### src/rtl/tx_ctrl_params.svh
// Constants of the transmit control and lock detect block
`ifndef TX_CTRL_PARAMS_SVH
`define TX_CTRL_PARAMS_SVH

// Register addresses
`define REG_MODE 4'h0
`define REG_TRIM 4'h1
`define REG_AMPREF 4'h2
`define REG_DEV 4'h3
`define REG_FINT 4'h4
`define REG_FFRAC 4'h5
`define REG_BAUD 4'h6
`define REG_STATUS 4'h7

// Mode register fields
`define MODE_LSB 0
`define MODE_MSB 1
`define MODE_MANCH_BIT 2
`define MODE_HOLD_BIT 3
`define MODE_GPO_LSB 4
`define MODE_GPO_MSB 5

// Operating mode codes
`define OP_IDLE 2'h0
`define OP_RX 2'h1
`define OP_ATX 2'h2
`define OP_STX 2'h3

// General output pin selections
`define GPO_LOW 2'h0
`define GPO_LOCK 2'h1
`define GPO_UNLOCK 2'h2
`define GPO_DATA_CLOCK_PIN 2'h3

// Trim register fields
`define TRIM_EXTLF_BIT 4
`define TRIM_CP_LSB 0
`define TRIM_CP_MSB 2

// Amplifier reference register fields
`define AMP_GAIN_BIT 8

// Status register fields
`define ST_UNLOCK_BIT 0
`define ST_LOCK_BIT 1
`define ST_FAIL_BIT 2

// Reset values
`define RST_MODE 6'h00
`define RST_TRIM 5'h00
`define RST_AMPREF 9'h000
`define RST_DEV 8'h00
`define RST_FINT 8'h00
`define RST_FFRAC 16'h0000
`define RST_BAUD 16'h0000

// Receive offset in fraction codes (500 kHz at 20 MHz crystal x 2/3)
`define RX_OFFSET_CODE 24'h000999

// Timing
`define CLK_PERIOD_NS 5
`define LOCK_WINDOW_NS 130000
`define LOCK_SETTLE_NS 80
`define LOCK_SETTLE_CYC 8'((`LOCK_SETTLE_NS+`CLK_PERIOD_NS-1)/`CLK_PERIOD_NS)

`endif

### src/rtl/tx_ctrl_pkg.sv
// Types shared by the transmit control block
package tx_ctrl_pkg;
    // Lock detector states
    typedef enum logic [3:0] {
        LD_IDLE = 4'h1,
        LD_WAIT = 4'h2,
        LD_LOCKED = 4'h4,
        LD_FAIL = 4'h8
    } lock_state_e;
endpackage
### src/rtl/tx_control_lock_detect.sv
// Transmit control, lock detector, keying and baud clock logic
//
// Implementation choices: the address map and the plain strobed port.
`timescale 1ns/1ps
`default_nettype none
`include "tx_ctrl_params.svh"

// Pin synchroniser: a change counts once stages two and three agree
module pin_sync #(
    parameter logic RST_VAL = 1'b0
) (
    // Clock and reset
    input wire logic clk_i,
    input wire logic resetn_i,
    // Pin and clean level
    input wire logic pin_i,
    output logic level_o
);
    logic q1; // Only read by q2
    logic q2;
    logic q3;

    // Three stage capture with agreement filter
    always_ff @(posedge clk_i or negedge resetn_i) begin
        if (!resetn_i) begin
            q1 <= RST_VAL;
            q2 <= RST_VAL;
            q3 <= RST_VAL;
            level_o <= RST_VAL;
        end else begin
            q1 <= pin_i;
            q2 <= q1;
            q3 <= q2;
            if (q2 == q3) begin
                level_o <= q3;
            end
        end
    end
endmodule

module tx_control_lock_detect #(
    // Lock window in cycles; shorten in simulation
    parameter int LOCK_WINDOW_CYC = `LOCK_WINDOW_NS / `CLK_PERIOD_NS
) (
    // Clock and reset
    input wire logic clk_i,
    input wire logic resetn_i,
    // Register port
    input wire logic [3:0] addr_i,
    input wire logic [15:0] wdata_i,
    input wire logic wr_i,
    input wire logic rd_i,
    output logic [15:0] rdata_o,
    // Synthesizer lock indication and keying pins
    input wire logic pll_phase_ok_i,
    input wire logic amplitude_key_pin_i,
    input wire logic frequency_key_pin_i,
    input wire logic tx_data_pin_i,
    // Pin direction and pull-up control
    output logic key_pins_input_o,
    output logic freq_key_pullup_o,
    // Data clock and general output pins
    output logic data_clock_pin_o,
    output logic general_output_pin_o,
    // Synthesizer control
    output logic pll_run_o,
    output logic rx_two_thirds_o,
    output logic [23:0] pll_word_o,
    output logic [7:0] deviation_o,
    output logic freq_select_o,
    output logic loop_filter_ext_o,
    output logic [2:0] charge_pump_sel_o,
    // Amplifier control
    output logic pa_enable_o,
    output logic [7:0] amp_ref_code_o,
    output logic amp_ref_gain2x_o,
    output logic amp_ref_ground_o,
    output logic pa_gate_ground_o
);
    // Software registers
    logic [5:0] mode_reg; // Mode, line code, hold, output select
    logic [4:0] trim_reg; // Synthesizer trim register
    logic [8:0] ampref_reg; // DAC code and gain select
    logic [7:0] dev_reg; // Peak deviation
    logic [7:0] fint_reg; // Integer part
    logic [15:0] ffrac_reg; // Fraction part
    logic [15:0] baud_reg; // Half baud period minus one

    // Status
    logic pll_unlocked_flag; // Sticky, write one to clear
    logic lock_fail; // Window ran out
    tx_ctrl_pkg::lock_state_e ld_state;
    tx_ctrl_pkg::lock_state_e next_ld_state;
    logic [15:0] win_cnt; // Cycles spent in the lock window
    logic [7:0] settle_cnt; // Consecutive good lock samples

    // Clean pin levels
    logic phase_ok;
    logic amp_key;
    logic freq_key;
    logic tx_data;

    // Baud clock generator
    logic [15:0] baud_cnt;
    logic data_clock_pin; // Baud clock level
    logic tx_bit; // Bit taken at the rising baud edge

    // Decode
    wire logic [1:0] op_mode = mode_reg[`MODE_MSB:`MODE_LSB];
    wire logic manch_en = mode_reg[`MODE_MANCH_BIT];
    wire logic lock_hold = mode_reg[`MODE_HOLD_BIT];
    wire logic [1:0] gpo_sel = mode_reg[`MODE_GPO_MSB:`MODE_GPO_LSB];
    wire logic in_rx = (op_mode == `OP_RX);
    wire logic in_atx = (op_mode == `OP_ATX);
    wire logic in_stx = (op_mode == `OP_STX);
    wire logic in_tx = in_atx | in_stx;
    wire logic dev_zero = (dev_reg == 8'h00);
    wire logic locked = (ld_state == tx_ctrl_pkg::LD_LOCKED);
    // Gate for the amplifier; the hold bit overrides it
    wire logic pa_gate = locked | lock_hold;
    wire logic win_end =
        (win_cnt >= 16'(LOCK_WINDOW_CYC - 1));
    wire logic settled =
        (settle_cnt >= `LOCK_SETTLE_CYC - 8'h01);
    wire logic baud_run = in_stx & pa_gate;
    wire logic baud_tick = (baud_cnt >= baud_reg);
    wire logic baud_rise = baud_run & baud_tick & ~data_clock_pin;
    // Unlock seen: window ran out, or lost lock while held
    wire logic unlock_evt =
        ((ld_state == tx_ctrl_pkg::LD_WAIT) & win_end & ~phase_ok)
        | (locked & lock_hold & ~phase_ok);
    wire logic status_wr = wr_i & (addr_i == `REG_STATUS);
    wire logic clr_unlock = status_wr & wdata_i[`ST_UNLOCK_BIT];

    // Modulation data: Manchester halves follow the baud clock
    wire logic sync_chip =
        manch_en ? (data_clock_pin ? tx_bit : ~tx_bit) : tx_bit;

    // Keying decisions
    wire logic next_pa =
        in_atx ? (amp_key & pa_gate) :
        in_stx ? (pa_gate & (dev_zero ? sync_chip : 1'b1)) :
        1'b0;
    // Only one keying in sync mode: FSK only when deviation set
    wire logic next_fsel =
        in_atx ? freq_key :
        in_stx ? (~dev_zero & sync_chip) :
        1'b0;
    wire logic next_data_clock_pin_pin =
        in_atx ? locked :
        in_stx ? data_clock_pin :
        1'b0;
    wire logic next_gpo =
        (gpo_sel == `GPO_LOCK) ? locked :
        (gpo_sel == `GPO_UNLOCK) ? pll_unlocked_flag :
        (gpo_sel == `GPO_DATA_CLOCK_PIN) ? next_data_clock_pin_pin :
        1'b0;
    // Receive reuses integer and fraction; offset added here
    wire logic [23:0] base_word = {fint_reg, ffrac_reg};
    wire logic [23:0] next_word =
        in_rx ? 24'(base_word + `RX_OFFSET_CODE) :
        base_word;

    // Read mux
    wire logic [15:0] status_word = {13'h0000, lock_fail, locked,
        pll_unlocked_flag};
    wire logic [15:0] rd_mux =
        (addr_i == `REG_MODE) ? {10'h000, mode_reg} :
        (addr_i == `REG_TRIM) ? {11'h000, trim_reg} :
        (addr_i == `REG_AMPREF) ? {7'h00, ampref_reg} :
        (addr_i == `REG_DEV) ? {8'h00, dev_reg} :
        (addr_i == `REG_FINT) ? {8'h00, fint_reg} :
        (addr_i == `REG_FFRAC) ? ffrac_reg :
        (addr_i == `REG_BAUD) ? baud_reg :
        (addr_i == `REG_STATUS) ? status_word :
        16'h0000;

    // Pin synchronisers
    pin_sync #(.RST_VAL(1'b0)) u_sync_lock (
        .clk_i(clk_i),
        .resetn_i(resetn_i),
        .pin_i(pll_phase_ok_i),
        .level_o(phase_ok)
    );
    pin_sync #(.RST_VAL(1'b0)) u_sync_amp (
        .clk_i(clk_i),
        .resetn_i(resetn_i),
        .pin_i(amplitude_key_pin_i),
        .level_o(amp_key)
    );
    // Frequency pin rests high like its pull-up
    pin_sync #(.RST_VAL(1'b1)) u_sync_freq (
        .clk_i(clk_i),
        .resetn_i(resetn_i),
        .pin_i(frequency_key_pin_i),
        .level_o(freq_key)
    );
    pin_sync #(.RST_VAL(1'b0)) u_sync_data (
        .clk_i(clk_i),
        .resetn_i(resetn_i),
        .pin_i(tx_data_pin_i),
        .level_o(tx_data)
    );

    // Register writes
    always_ff @(posedge clk_i or negedge resetn_i) begin
        if (!resetn_i) begin
            mode_reg <= `RST_MODE;
            trim_reg <= `RST_TRIM;
            ampref_reg <= `RST_AMPREF;
            dev_reg <= `RST_DEV;
            fint_reg <= `RST_FINT;
            ffrac_reg <= `RST_FFRAC;
            baud_reg <= `RST_BAUD;
        end else if (wr_i) begin
            unique case (addr_i)
                `REG_MODE: mode_reg <= wdata_i[5:0];
                `REG_TRIM: trim_reg <= wdata_i[4:0];
                `REG_AMPREF: ampref_reg <= wdata_i[8:0];
                `REG_DEV: dev_reg <= wdata_i[7:0];
                `REG_FINT: fint_reg <= wdata_i[7:0];
                `REG_FFRAC: ffrac_reg <= wdata_i;
                `REG_BAUD: baud_reg <= wdata_i;
                default: ; // Status and unmapped: no storage
            endcase
        end
    end

    // Read data stands only in the cycle after the strobe
    always_ff @(posedge clk_i or negedge resetn_i) begin
        if (!resetn_i) begin
            rdata_o <= 16'h0000;
        end else begin
            rdata_o <= rd_i ? rd_mux : 16'h0000;
        end
    end

    // Lock detector next state
    always_comb begin
        next_ld_state = ld_state;
        unique case (ld_state)
            tx_ctrl_pkg::LD_IDLE: begin
                // Each entry into transmit starts a fresh window
                if (in_tx) begin
                    next_ld_state = tx_ctrl_pkg::LD_WAIT;
                end
            end
            tx_ctrl_pkg::LD_WAIT: begin
                if (settled & phase_ok) begin
                    next_ld_state = tx_ctrl_pkg::LD_LOCKED;
                end else if (win_end) begin
                    // Too slow a loop: give up; without hold the amplifier stays off
                    next_ld_state = tx_ctrl_pkg::LD_FAIL;
                end
            end
            tx_ctrl_pkg::LD_LOCKED: begin
                // Without hold the detector stops here
                if (lock_hold & ~phase_ok) begin
                    next_ld_state = tx_ctrl_pkg::LD_WAIT;
                end
            end
            tx_ctrl_pkg::LD_FAIL: begin
                // Hold keeps the detector trying
                if (lock_hold) begin
                    next_ld_state = tx_ctrl_pkg::LD_WAIT;
                end
            end
            default: next_ld_state = tx_ctrl_pkg::LD_IDLE;
        endcase
        if (!in_tx) begin
            next_ld_state = tx_ctrl_pkg::LD_IDLE;
        end
    end

    // Lock detector state and counters
    always_ff @(posedge clk_i or negedge resetn_i) begin
        if (!resetn_i) begin
            ld_state <= tx_ctrl_pkg::LD_IDLE;
            win_cnt <= 16'h0000;
            settle_cnt <= 8'h00;
        end else begin
            ld_state <= next_ld_state;
            if (ld_state != tx_ctrl_pkg::LD_WAIT) begin
                win_cnt <= 16'h0000;
            end else if (!win_end) begin
                win_cnt <= win_cnt + 16'h0001;
            end
            // A single bad sample restarts the settle count
            if (!phase_ok || ld_state != tx_ctrl_pkg::LD_WAIT) begin
                settle_cnt <= 8'h00;
            end else if (!settled) begin
                settle_cnt <= settle_cnt + 8'h01;
            end
        end
    end

    // Status flags; a new unlock wins over a clear
    always_ff @(posedge clk_i or negedge resetn_i) begin
        if (!resetn_i) begin
            pll_unlocked_flag <= 1'b0;
            lock_fail <= 1'b0;
        end else begin
            if (unlock_evt) begin
                pll_unlocked_flag <= 1'b1;
            end else if (clr_unlock) begin
                pll_unlocked_flag <= 1'b0;
            end
            lock_fail <= (ld_state == tx_ctrl_pkg::LD_FAIL);
        end
    end

    // Baud clock: runs in sync transmit once the gate opens
    always_ff @(posedge clk_i or negedge resetn_i) begin
        if (!resetn_i) begin
            baud_cnt <= 16'h0000;
            data_clock_pin <= 1'b0;
            tx_bit <= 1'b0;
        end else if (!baud_run) begin
            baud_cnt <= 16'h0000;
            data_clock_pin <= 1'b0;
        end else if (baud_tick) begin
            baud_cnt <= 16'h0000;
            data_clock_pin <= ~data_clock_pin;
            if (baud_rise) begin
                // Controller changes data away from this edge
                tx_bit <= tx_data;
            end
        end else begin
            baud_cnt <= baud_cnt + 16'h0001;
        end
    end

    // Registered outputs
    always_ff @(posedge clk_i or negedge resetn_i) begin
        if (!resetn_i) begin
            key_pins_input_o <= 1'b0;
            freq_key_pullup_o <= 1'b0;
            data_clock_pin_o <= 1'b0;
            general_output_pin_o <= 1'b0;
            pll_run_o <= 1'b0;
            rx_two_thirds_o <= 1'b0;
            pll_word_o <= 24'h000000;
            deviation_o <= 8'h00;
            freq_select_o <= 1'b0;
            loop_filter_ext_o <= 1'b0;
            charge_pump_sel_o <= 3'h0;
            pa_enable_o <= 1'b0;
            amp_ref_code_o <= 8'h00;
            amp_ref_gain2x_o <= 1'b0;
            amp_ref_ground_o <= 1'b1;
            pa_gate_ground_o <= 1'b1;
        end else begin
            key_pins_input_o <= in_atx;
            freq_key_pullup_o <= in_atx;
            data_clock_pin_o <= next_data_clock_pin_pin;
            general_output_pin_o <= next_gpo;
            pll_run_o <= in_tx | in_rx;
            rx_two_thirds_o <= in_rx;
            pll_word_o <= next_word;
            deviation_o <= dev_reg;
            freq_select_o <= next_fsel;
            loop_filter_ext_o <= trim_reg[`TRIM_EXTLF_BIT];
            charge_pump_sel_o <=
                trim_reg[`TRIM_CP_MSB:`TRIM_CP_LSB];
            pa_enable_o <= next_pa;
            // Reference pin and gate grounded outside transmit
            amp_ref_code_o <= in_tx ? ampref_reg[7:0] : 8'h00;
            amp_ref_gain2x_o <=
                in_tx & ampref_reg[`AMP_GAIN_BIT];
            amp_ref_ground_o <= ~in_tx;
            pa_gate_ground_o <= ~in_tx;
        end
    end
endmodule
`default_nettype wire

### config.mk
export PLATFORM = sky130hd
export DESIGN_NAME = tx_control_lock_detect
export DESIGN_NICKNAME = d
export VERILOG_FILES = /design/src/rtl/tx_ctrl_pkg.sv /design/src/rtl/tx_control_lock_detect.sv
export VERILOG_INCLUDE_DIRS = /design/src /design/src/rtl
export SDC_FILE = /design/constraint.sdc
export NUM_CORES = 1
export LEC_CHECK = 0
export ABC_AREA = 0
export ABC_CLOCK_PERIOD_IN_PS = 4500
export BUFFER_PORTS_ARGS = -buffer_cell sky130_fd_sc_hd__buf_4
export CORE_MARGIN = 5
export CORE_UTILIZATION = 45
export DETAILED_ROUTE_END_ITERATION = 12
export PLACE_DENSITY = 0.68
export RECOVER_POWER = 50
export SYNTH_ARGS = -nofsm -noshare
export SYNTH_HDL_FRONTEND = slang
export SYNTH_SLANG_ARGS = --single-unit
### constraint.sdc
create_clock -name clk_i -period 4.5 [get_ports clk_i]
set_clock_uncertainty 0.2 [all_clocks]
set_input_delay 0.675 -clock clk_i [delete_from_list [all_inputs] [get_ports clk_i]]
set_output_delay 0.675 -clock clk_i [all_outputs]
set_load 0.1 [all_outputs]
# --- Word level (Yosys, flattened, before mapping) ---
# Cells that the tools add are included.
word_totals:
  register_bits: 201
  word_cells: 158
op_classes:
  add_sub_neg: 4
  magnitude_cmp: 3
  n_eq_ne: 28
  muxes: 39
  bitwise: 24
  n_reduce_logical: 14
ops:
  columns: ["op", "count"]
  rows:
  - ["2-to-1 mux 16 bit", 12]
  - ["adder 16 x 1 -> 16 bit, second input constant", 2]
  - ["adder 24 x 12 -> 24 bit, second input constant", 1]
  - ["2-to-1 mux 24 bit", 1]
  - ["2-to-1 mux 8 bit", 3]
  - ["== test 4 x 3 -> 1 bit, second input constant", 5]
  - ["2-to-1 mux 4 bit", 5]
  - [">= comparator 16 x 15 -> 1 bit, second input constant", 1]
  - [">= comparator 16 bit", 1]
  - ["2-to-1 mux 1 bit", 16]
  - ["case mux 4 bit (4 select lines)", 1]
  - ["AND 1 bit", 15]
  - ["AND reduction 2 bit", 7]
  - ["== test 4 x 2 -> 1 bit, second input constant", 3]
  - ["adder 8 x 1 -> 8 bit, second input constant", 1]
  - ["== test 2 bit, second input constant", 4]
  - ["== test 4 x 1 -> 1 bit, second input constant", 2]
  - [">= comparator 8 x 4 -> 1 bit, second input constant", 1]
  - ["zero test 8 bit", 1]
  - ["inequality test 2 x 1 -> 1 bit, second input constant", 3]
  - ["AND reduction 3 bit", 2]
  - ["NOT 1 bit", 5]
  - ["== test 1 bit", 4]
  - ["== test 2 x 1 -> 1 bit, second input constant", 2]
  - ["other kinds (11)", 14]

# --- Longest topological paths before layout ---
logic_depth:
  depth_word: 10
  depth_mapped: 8
  depth_no_buf: 7

# --- Hierarchy ---
# A second synthesis with hierarchy kept.
unflattened:
  cells_unflattened: 756
  hier_area_um2: 8924.8
by_module_without_submodules:
  columns: ["module", "instances", "cells_each", "area_per_inst_um2", "seq_area_each_um2"]
  rows:
  - ["tx_control_lock_detect", 1, 736, 8474.4, 4631.9]
  - ["pin_sync at u_sync_amp ...", 3, 5, 111.4, 100.1]
  - ["pin_sync at u_sync_freq", 1, 5, 116.4, 105.1]

# --- Least setup slack after synthesis ---
# No wires, ideal clock.
synth_path:
  path_type: "register to output"
  startpoint: "register freq_key_pullup_o (netlist name)"
  endpoint: "output key_pins_input_o"
  arrival_ns: 1.324
  required_time_ns: 3.625
  path_slack_ns: 2.301
  stages_incl_launch_ff: 2
  n_path_buf: 1
  path_cell_list: "dfrtp_1 -> buf_4"
synth_rtl:
  columns: ["element", "line", "source"]
  rows:
  - ["to (decl)", "tx_control_lock_detect.sv:60", "output logic key_pins_input_o,"]

# --- Worst setup path after layout ---
layout_path:
  startpoint: "input addr_i[0]"
  endpoint: "register ffrac_reg[14]"
layout_between:
  elab_chain_cells: 2
layout_lines:
  columns: ["element", "line", "source"]
  rows:
  - ["from (decl)", "tx_control_lock_detect.sv:49", "input wire logic [3:0] addr_i,"]
  - ["== test 4 x 3 -> 1 bit", "tx_control_lock_detect.sv:216", "unique case (addr_i)"]
  - ["AND reduction 2 bit (no line)", null, null]
  - ["to (signal assigned)", "tx_control_lock_detect.sv:213", "ffrac_reg <= `RST_FFRAC;"]
  - ["to (signal assigned)", "tx_control_lock_detect.sv:222", "`REG_FFRAC: ffrac_reg <= wdata_i;"]
  - ["to (decl)", "tx_control_lock_detect.sv:86", "logic [15:0] ffrac_reg;"]
# No other way between the ends.
# A chain may end at the register's enable or synchronous reset.

==> results.cfg <==
[status]
status = complete, but fails checks
failed_checks = capacitance limit, slew limit

[grt]
track_usage_pct = 17.3
grt_max_degree = 114
grt_first_pass_wirelength_um = 31300
grt_pass1_vias = 5785
grt-ovfl-total = 0
antenna_found_initial = 0

[synth]
syn_nets = 780
synth_area_mm2 = 0.00886
synthTopCellsByArea = dfrtp_1 55%, mux2_2 5.6%, xnor2_1 3.2%
avgSynthCellArea_um2 = 12.1
synthDistinctLibCells = 65
synthFlopType = dfrtp_1
synth_cells = 732
synth_warnings = 0
yosysTopAreaCell = dfrtp_1
async_flop_share_pct = 100
ys_seq_elements = 201
synth_edf_count = 0
synth_top_area_share_pct = 55.1
seq_area_frac_synth_pct = 56.9

[final_layout]
area_delta_synth_final_pct = 19.0
drive_above_1_share_pct = 25.7
stdcell_count = 1106
final_area_mm2 = 0.0105
nets = 874
top_register = pll_word_o
diodes = 0
largest_reg_flops = 24

[setup_path]
endpoint_kind = register
cp_slowest_cell = clkbuf_1
cp.arrival_ns = 3.15
critical_path.cell_chain = clkbuf_1, nor3b_1, clkbuf_1, mux2_2
critPathMaxFanout = 25
cp_num_buf_inv = 2
critPathTopFamily = buffers and inverters
critical-path-max-stage-delay_ns = 1.01
startpoint_type = input pin
cpMostUsedCell = clkbuf_1
path_class = in2reg
required_ns = 4.68

[sta]
fin_hold_ws_ns = 0.0870
setup_viol = 0
finalMaxSlewViolations = 89
worst_pin_slew_ns = 2.22
min_period_ns = 2.97
rsz0062_at_grt = no
period_share_pct = 66.1
fmax_mhz = 336
finalSetupTns_ns = 0
slew-limit-headroom_pct = -48.3
hold_viol_final = 0

[pwr]
total_power_uw = 6070
leakagePower_uw = 0.00473
power_density_mw_per_mm2 = 576
ir_worst_vdd_v = 0.000383

[drt]
drtAntennaViolNets = 0
drc = 0
vias = 5734
drt-total-wl_um = 19300
wl_per_cell_um = 17.4
first_iter_violations = 384
via_per_inst = 5.18
drt-pass1-iter-count = 5

[place]
postPlaceCellArea_mm2 = 0.00980
placedCellCount = 1067
io_buffers = 98
place.gp.congestion = 0.824
hpwl_um = 13400

[die]
io_pins = 99
core_mm2 = 0.0194
die_w_um = 150
fp.dieH_um = 150
start_util_pct = 45.7
dieArea_mm2 = 0.0226
std_cell_rows = 51

[clocking]
insertion_delay_ns = 0.50
post_cts_resized = 0
cts.sinks = 201
cts_tree = yes
cts.clk_slew.worst_paths_ns = 0.06
cts_buffers = 22
cts-root-buf = clkbuf_16
cts.htree.levels = 1
hold_buffers = 0
cts_buffer_depth = 3
postCtsSetupBuffers = 0

[run]
maxCapViolations = 1

[hold_path]
hold_class = in2reg
-- cell usage in the layout, fill, tap and decap left out, drive strengths merged, types with 5 or more instances in the layout --
cell type	count
nor2	50
mux4	8
nor3b	7
and3	10
nand2b	5
mux2i	16
xnor2	32
mux2	52
clkbuf	36
and2	12
o211ai	5
nor4	14
nand2	66
inv	24
nor3	22
dfstp	6
buf	93
and4	6
nand4	7
dfrtp	195
nand3	19
ha	20
a22oi	7
a21oi	21
xor2	22
o21ai	27
a211oi	5
-- cell type report --
cell class | count | area, µm²
well taps | 265 | 332
fillers | 1671 | 8860
clock inverters | 11 | 155
multi-input cells | 476 | 3560
repair buffers | 101 | 757
flip-flops and latches | 201 | 5040
inverters | 24 | 90.1
clock buffers | 28 | 613
-- cells in the mapped netlist, drive strengths merged (3+ instances only) --
| library cell | instances |
|---|---|
| dfrtp | 195 |
| nand2 | 66 |
| mux2 | 52 |
| nor2 | 50 |
| xnor2 | 32 |
| o21ai | 27 |
| inv | 24 |
| nor3 | 22 |
| xor2 | 22 |
| a21oi | 21 |
| ha | 20 |
| nand3 | 19 |
| clkbuf | 16 |
| mux2i | 16 |
| buf | 15 |
| nor4 | 14 |
| and2 | 12 |
| and3 | 10 |
| mux4 | 8 |
| a22oi | 7 |
| nand4 | 7 |
| nor3b | 7 |
| and4 | 6 |
| dfstp | 6 |
| a211oi | 5 |
| nand2b | 5 |
| o211ai | 5 |
| maj3 | 4 |
| or2 | 4 |
| a31oi | 3 |
| or3 | 3 |
| or3b | 3 |
-- path summary, 6_finish.rpt --
kind                                     startpoint                 to  slack [ns]  cells past startpoint
worst min register to register       u_sync_lock.q1     u_sync_lock.q2        0.15                      0
min in group asynchronous                  resetn_i  amp_ref_code_o[1]        0.60                      1
worst max-delay path                      addr_i[0]      ffrac_reg[14]        1.53                      4
worst max register to register         baud_cnt[11]        baud_cnt[2]        1.84                      5
worst min-delay path            frequency_key_pin_i     u_sync_freq.q1        0.09                      1
max in group asynchronous                  resetn_i        baud_cnt[6]        2.01                      2
-- routing by layer --
layer	track usage [%]	vias up	wire length, µm
met5	0	-	0
li1	-	2770	-
met2	27.4	130	9080
met3	2.98	32	1000
met1	24.9	2802	8770
met4	4.21	0	415
-- cells by family after synthesis --
family | after synthesis | synth area share (%)
and+or+nand+nor | 235 | 14.6
DFF | 201 | 56.9
AOI/OAI and AO/OA | 87 | 6.51
muxes | 76 | 10.5
buffers and inverters | 55 | 2.94
xor gates and xnor gates | 54 | 5.34
adders and majority gates | 24 | 3.28
-- worst reg2reg max path, cell delays in order, from the launching register on --
cell and delay [ns]:
dfrtp_1 0.42, ha_1 0.35, o2111ai_1 0.11, a311oi_1 0.46, o31a_1 0.79, nor3_1 0.16
-- power breakdown --
group	total, µW	internal, µW	leakage (µW)	switching (µW)
logic	1840	454	0.00181	1390
clock network	1860	1140	0.000364	721
registers	2370	2110	0.00255	258
-- through the flow --
step                      setup WS [ns]  utilization (%)
final                              1.53             54.3
after global routing               1.37             54.3
after CTS                          1.87             54.5
after detailed placement           1.56             50.5
after global placement             1.62             50.5
after floorplan                    2.30                -
Note: power is estimated with default switching activity, not from simulation.
